==> src/verilog/test_port_map.svh <==
// register offsets, field positions, reset values and selector codes of the
// test and aux-select group; included by the package users
`ifndef TEST_PORT_MAP_SVH
`define TEST_PORT_MAP_SVH
// register indices (byte address = 4 * index)
`define TP_IDX_PIN_VALUE     8'h34
`define TP_IDX_PROBE_STATUS  8'h35
`define TP_IDX_SELF_TEST     8'h36
`define TP_IDX_REVISION      8'h37
`define TP_IDX_AUX_SELECT    8'h38
`define TP_IDX_PIN_ENABLE    8'h40
`define TP_IDX_PROBE_SELECT  8'h41
`define TP_IDX_COMMAND       8'h42
// reset values
`define TP_RST_PIN_VALUE     8'h00
`define TP_RST_SELF_TEST     8'h40
`define TP_RST_AUX_SELECT    8'h00
`define TP_RST_PIN_ENABLE    8'h00
`define TP_RST_PROBE_SELECT  8'h00
// field positions
`define TP_BIT_IO_ENABLE     7
`define TP_BIT_NONLINEAR     6
`define TP_SELF_TEST_ON      4'h9
`define TP_SELF_TEST_OFF     4'h0
`define TP_CMD_CRC_CALC      4'h3
// revision value, arbitrary
`define TP_REVISION_CODE     8'h5A
// aux selector codes
`define AUX_TRISTATE         4'h0
`define AUX_CONVERTER        4'h1
`define AUX_CORRELATOR       4'h2
`define AUX_MIN_LEVEL        4'h4
`define AUX_INPHASE          4'h5
`define AUX_QUADRATURE       4'h6
`define AUX_HIGH             4'hA
`define AUX_LOW              4'hB
`define AUX_TX_ACTIVE        4'hC
`define AUX_RX_ACTIVE        4'hD
`define AUX_SUBCARRIER       4'hE
`define AUX_PROBE_BIT        4'hF
`endif

==> src/verilog/test_port_pkg.sv <==
// types shared by the test port block and its helpers
// assumes the map header is included by each user
package test_port_pkg;
    typedef logic [3:0] aux_sel_t;   // aux pin source selector
    typedef logic [7:0] byte_t;      // one register byte
endpackage

==> src/verilog/aux_pin_mux.sv <==
// one auxiliary pin source selector
// assumes all sources are on aclk already
`timescale 1ns/1ns
`include "test_port_map.svh"
module aux_pin_mux (
    // selector
    input  wire test_port_pkg::aux_sel_t sel,
    // level sources
    input  wire logic                    converter_bit,
    input  wire logic                    correlator_bit,
    input  wire logic                    min_level_bit,
    input  wire logic                    inphase_bit,
    input  wire logic                    quadrature_bit,
    input  wire logic                    tx_active_bit,
    input  wire logic                    rx_active_bit,
    input  wire logic                    subcarrier_bit,
    input  wire logic                    probe_bit,
    // pin drive
    output logic                         pin_out,
    output logic                         pin_oe
);
    import test_port_pkg::*;
    // source selection, reserved codes stay tri-stated
    always_comb begin
        pin_out = 1'b0;
        pin_oe  = 1'b1;
        unique case (sel)
            `AUX_CONVERTER:  pin_out = converter_bit;
            `AUX_CORRELATOR: pin_out = correlator_bit;
            `AUX_MIN_LEVEL:  pin_out = min_level_bit;
            `AUX_INPHASE:    pin_out = inphase_bit;
            `AUX_QUADRATURE: pin_out = quadrature_bit;
            `AUX_HIGH:       pin_out = 1'b1;
            `AUX_LOW:        pin_out = 1'b0;
            `AUX_TX_ACTIVE:  pin_out = tx_active_bit;
            `AUX_RX_ACTIVE:  pin_out = rx_active_bit;
            `AUX_SUBCARRIER: pin_out = subcarrier_bit;
            `AUX_PROBE_BIT:  pin_out = probe_bit;
            default:         pin_oe  = 1'b0;
        endcase
    end
endmodule // aux_pin_mux

==> config.mk <==
export PLATFORM = sky130hd
export DESIGN_NAME = aux_pin_mux
export DESIGN_NICKNAME = d
export VERILOG_FILES = /design/src/verilog/test_port_pkg.sv /design/src/verilog/aux_pin_mux.sv
export VERILOG_INCLUDE_DIRS = /design/src /design/src/verilog
export SDC_FILE = /design/constraint.sdc
export NUM_CORES = 1
export LEC_CHECK = 0
export BUFFER_PORTS_ARGS = -buffer_cell sky130_fd_sc_hd__buf_2
export CAP_MARGIN = 10
export CORE_AREA = 4 4 41 43
export DETAILED_ROUTE_END_ITERATION = 10
export DIE_AREA = 0 0 45 47
export PLACE_DENSITY = 0.33
export SKIP_LAST_GASP = 1
export SLEW_MARGIN = 10
export SYNTH_ARGS = -nofsm -noshare
export SYNTH_HDL_FRONTEND = slang
export SYNTH_SLANG_ARGS = --single-unit
==> constraint.sdc <==
create_clock -name vclk -period 2.4
set_clock_uncertainty 0.1 [all_clocks]
set_input_delay 0.24 -clock vclk [all_inputs]
set_output_delay 0.24 -clock vclk [all_outputs]
set_load 0.005 [all_outputs]
==> results of run 1 <==
## cell usage after synthesis
cell,instances
a21oi_1,1
nor2_1,2
nand3b_1,1
nor3_1,2
a211oi_1,2
mux4_2,1
nor2b_1,1
nand2_1,3
nor3_2,1
nand2b_1,3
o21ai_0,2
## layout make-up
class	instances	area (um2)	share of cell area
multi-input cells	19	123.9	0.5690
repair buffers	15	75.07	0.3448
well taps	15	18.77	0.08621
## worst max-delay path by stage
stage	slack (ps)	to	cells after the start	start
2_1_floorplan	1170	pin_out	3	sel[0]
3_3_place_gp	830	pin_out	5	sel[0]
3_5_place_dp	830	pin_out	5	sel[0]
4_1_cts	830	pin_out	5	sel[0]
5_1_grt	780	pin_out	5	sel[0]
6_report	850	pin_out	5	sel[0]
## metrics by stage
stage | hold WS, ps | setup slack, ps
after detailed placement | 722.6 | 826.2
after CTS | 725.4 | 827.2
after floorplan | 431.3 | 1171
after global routing | 753.0 | 779.7
final | 727.4 | 853.2
after global placement | 734.2 | 825.7
## routing by layer
| metal | wire, um | up-vias | GRT usage |
|---|---|---|---|
| met1 | 206 | 69 | 0.06349 |
| met4 | 0 | 0 | 0 |
| met3 | 44 | 0 | 0.003831 |
| li1 | - | 101 | - |
| met2 | 173 | 10 | 0.05650 |
| met5 | 0 | - | 0 |
## power groups by stage
stage | Combinational, mW | Sequential [mW] | Clock, mW
global route | 0.0374 | 0 | 0
floorplan | 0.0148 | 0 | 0
finish | 0.0334 | 0 | 0
CTS | 0.0342 | 0 | 0
global placement | 0.0343 | 0 | 0
detailed placement | 0.0342 | 0 | 0
## cell families after synthesis
kind of cell       count (synthesis)
and+or+nand+nor                   13
AOI/OAI and AO/OA                  5
muxes                              1
## critical path: stages
cell and delay, ps:
buf_2 150, mux4_2 500, nor2_1 140, nor3_2 50, buf_2 130
## placed cells by master, fill, tap and decap left out
master	n
buf_2	15
nand2b_1	3
nand2_1	3
a211oi_1	2
o21ai_0	2
nor2_1	2
nor3_1	2
mux4_2	1
nand3b_1	1
nor3_2	1
nor2b_1	1
a21oi_1	1
==> flow_summary.toml, run 1 <==
[status]
status = "completed"

[layout]
final_util = 0.1673
final-seq-area_um2 = 0
final_cells = 49
nets = 49
clock_buffers = 0
drive_above_1_share = 0.5000
fin_area_um2 = 217.7
nFlopsAndLatches = 0
fill_cells = 166
area_growth_pct = 75.76
num_antenna_cells = 0

[yosys]
synthCells = 19
synth_top_area_frac = 0.1818
synth_top_cell_by_area = "mux4_2"
synth_fa_ha_area_frac = 0
muxShareOfSynthArea = 0.1818
avgSynthCellArea_um2 = 6.519
yosys.area_share.simple = 0.5758
syn_nets = 32
netlist_area_um2 = 123.9
synth-compound-area-share = 0.2424
ys_seq_area_frac = 0
synth_top_family_by_area = "simple AND/OR/NAND/NOR gates"
synth_xor_area_frac = 0
synthTopCellsByArea = "mux4_2 (18%), nand2b_1 (15%), a211oi_1 (12%)"
synth_cell_types = 11
ys_warn_count = 0

[power]
seqPwrFrac = 0
switching_power_mw = 0.01456
p_comb_frac = 1.000
p_leak_nw = 0.09626
clock_power_share = 0
ir_drop_mv = 0.04158
netSwitchingFraction = 0.4363
internal-power_mw = 0.01882
p_per_area_nw_per_um2 = 153.3
total_power_mw = 0.03339

[route]
drc = 0
drt_iter0_drc = 1
firstDrtPassIters = 4
via_per_inst = 3.673
vias = 180
drtAntennaViolNets = 0
wl_per_cell_um = 8.653
drt_wl_total_um = 424

[floorplan]
die_w_um = 45
die_area_um2 = 2115
initial_utilization = 0.09519
die_y_um = 47
rows = 13
core_area_um2 = 1301
pin_count = 15

[worst_hold_path]
hold_class = "input port to output port"
hold_depth = 3
worstHoldStart = "sel[1]"
hold_end = "pin_oe"

[place]
hpwl_um = 391.8
place_congestion = 0.6271
dp_cells = 49
io_buffers = 15
placed_area_um2 = 217.7

[grt]
grt_overflow = 0
grt_pass1_wl_um = 669
grt_usage = 0.03867
grt_pass1_vias = 171
antenna_found_initial = 0
grt_max_degree = 8

[worst_setup_path]
crit_type = "input port to output port"
startpoint_type = "input port"
crit_path_end_kind = "output port"
cp_max_fo = 7
cp_data_arrival_time_ps = 1210
cp.required_ps = 2060

[cts]
cts_hold_buf = 0
cts_setup_buffers = 0
cts-resized-gates = 0

[sta]
setup_viol = 0
finalHoldViolations = 0
slew_violations = 0
rsz0062_at_grt = "no"
worst_pin_slew_ps = 255.3
fin_setup_tns_ps = 0
min_period_ps = 1547
slew-limit-headroom = 0.8288
fmax_ghz = 0.6465
period_share = 0.6445

[flow_run]
cap_viol_max_count = 0
Power figures use the tool's default switching activity.
==> run 2, diff against run 1 <==
==> constraint.sdc (replaced) <==
create_clock -name vclk -period 1.49
set_clock_uncertainty 0.1 [all_clocks]
set_input_delay 0.149 -clock vclk [all_inputs]
set_output_delay 0.149 -clock vclk [all_outputs]
set_load 0.005 [all_outputs]
==> run 2 against run 1 <==
Critical path depth stayed put. Cell count is 2.0% higher. Flip-flop and latch count stayed put. Core utilization is 0.58 points higher. First-iteration DRC count is 100% lower. Critical path type unchanged. Critical endpoint unchanged. Largest power group unchanged.
==> flow_summary.toml, run 2 (synthesis gave the netlist of run 1 again) <==
[layout]
fin_area_um2 = 225.2
layout_commonest_cell = "buf_2"
fill_cells = 159
multi_input_area_um2 = 123.9
nFlopsAndLatches = 0
nets = 50
area_growth_pct = 81.82
num_antenna_cells = 0
clock_buffers = 0
drive_above_1_share = 0.5143
final-seq-area_um2 = 0
layout_common_cells = "buf_2 (15), nand2b_1 (3), nand2_1 (3)"

[grt]
grt_max_degree = 8
grt_pass1_vias = 177
grt_usage = 0.04098
grt_overflow = 0
grt_pass1_wl_um = 690
antenna_found_initial = 0

[power]
total_power_mw = 0.05603
ir_drop_mv = 0.05900
p_per_area_nw_per_um2 = 248.8
netSwitchingFraction = 0.4280
internal-power_mw = 0.03205
switching_power_mw = 0.02399
seqPwrFrac = 0
clock_power_share = 0
p_comb_frac = 1.000
p_leak_nw = 0.1011

[worst_setup_path]
max_stage_delay_ps = 490
crit_buf_inv = 2
path_cells = "buf_2 -> mux4_2 -> nor2_1 -> nor3_2 -> buf_2"
startpoint_type = "input port"
cp.required_ps = 1240
critPathSlowestCell = "mux4_2"
cp_data_arrival_time_ps = 1080
crit_type = "input port to output port"
cp_common_cell = "buf_2"
crit_path_end_kind = "output port"
cp_max_fo = 4
critPathTopFamily = "multiplexers"

[status]
status = "completed"

[sta]
fin_ws_ps = 159.7
slew_violations = 0
slew-limit-headroom = 0.8200
min_period_ps = 1330
fmax_ghz = 0.7517
rsz0062_at_grt = "no"
whs_ps = 544.9
fin_setup_tns_ps = 0
period_share = 0.8928
worst_pin_slew_ps = 268.4
setup_viol = 0
finalHoldViolations = 0

[route]
drt_wl_total_um = 443
drc = 0
drt_iter0_drc = 0
drtAntennaViolNets = 0
vias = 189
via_per_inst = 3.780
wl_per_cell_um = 8.860
firstDrtPassIters = 1

[floorplan]
die_w_um = 45
core_area_um2 = 1301
die_area_um2 = 2115
initial_utilization = 0.09519
pin_count = 15
die_y_um = 47
rows = 13

[place]
placed_area_um2 = 225.2
place_congestion = 0.6822
pre_cts_ws_ps = 142.8
io_buffers = 15
hpwl_um = 414.7

[flow_run]
cap_viol_max_count = 0

[cts]
cts_hold_buf = 0
cts-resized-gates = 0
cts_setup_buffers = 0

[worst_hold_path]
hold_class = "input port to output port"
## run 2: cell count changes in the layout (fill, tap and decap cells not counted), sizes merged
cell / before / now
buf: 15 / 16
## run 2: power groups by stage
stage	Sequential (mW)	Combinational (mW)	Clock, mW
finish	0	0.0560	0
global route	0	0.0634	0
CTS	0	0.0573	0
detailed placement	0	0.0571	0
global placement	0	0.0577	0
floorplan	0	0.0239	0
## run 2: worst paths after layout
path	slack (ps)	from	endpoint	depth (start not counted)
max	160	sel[0]	pin_out	5
min	540	sel[1]	pin_oe	3
## run 2: routing by layer
metal | wire, um | part of all wire | vias up | track usage
met1 | 194 | 0.44 | 75 | 0.04966
met4 | 0 | 0 | 0 | 0
met2 | 195 | 0.44 | 10 | 0.07910
met3 | 53 | 0.12 | 0 | 0.007663
met5 | 0 | 0 | - | 0
li1 | - | - | 104 | -
## run 2: through the flow
| step | std cells | util |
|---|---|---|
| final | 50 | 0.1731 |
| after global routing | 50 | 0.1731 |
| after CTS | 50 | 0.1731 |
| after detailed placement | 50 | 0.1731 |
| after global placement | 50 | 0.1731 |
| after floorplan | 19 | - |
## run 2: worst min-delay path, delay by kind of cell
family,cells,cell delay (ps)
AO/OA/AOI/OAI,1,80
buffers and inverters,2,270
## run 2: layout make-up
type                            instances  share of cell area
Timing Repair Buffer                   16              0.3667
Multi-Input combinational cell         19              0.5500
Tap cell                               15             0.08333
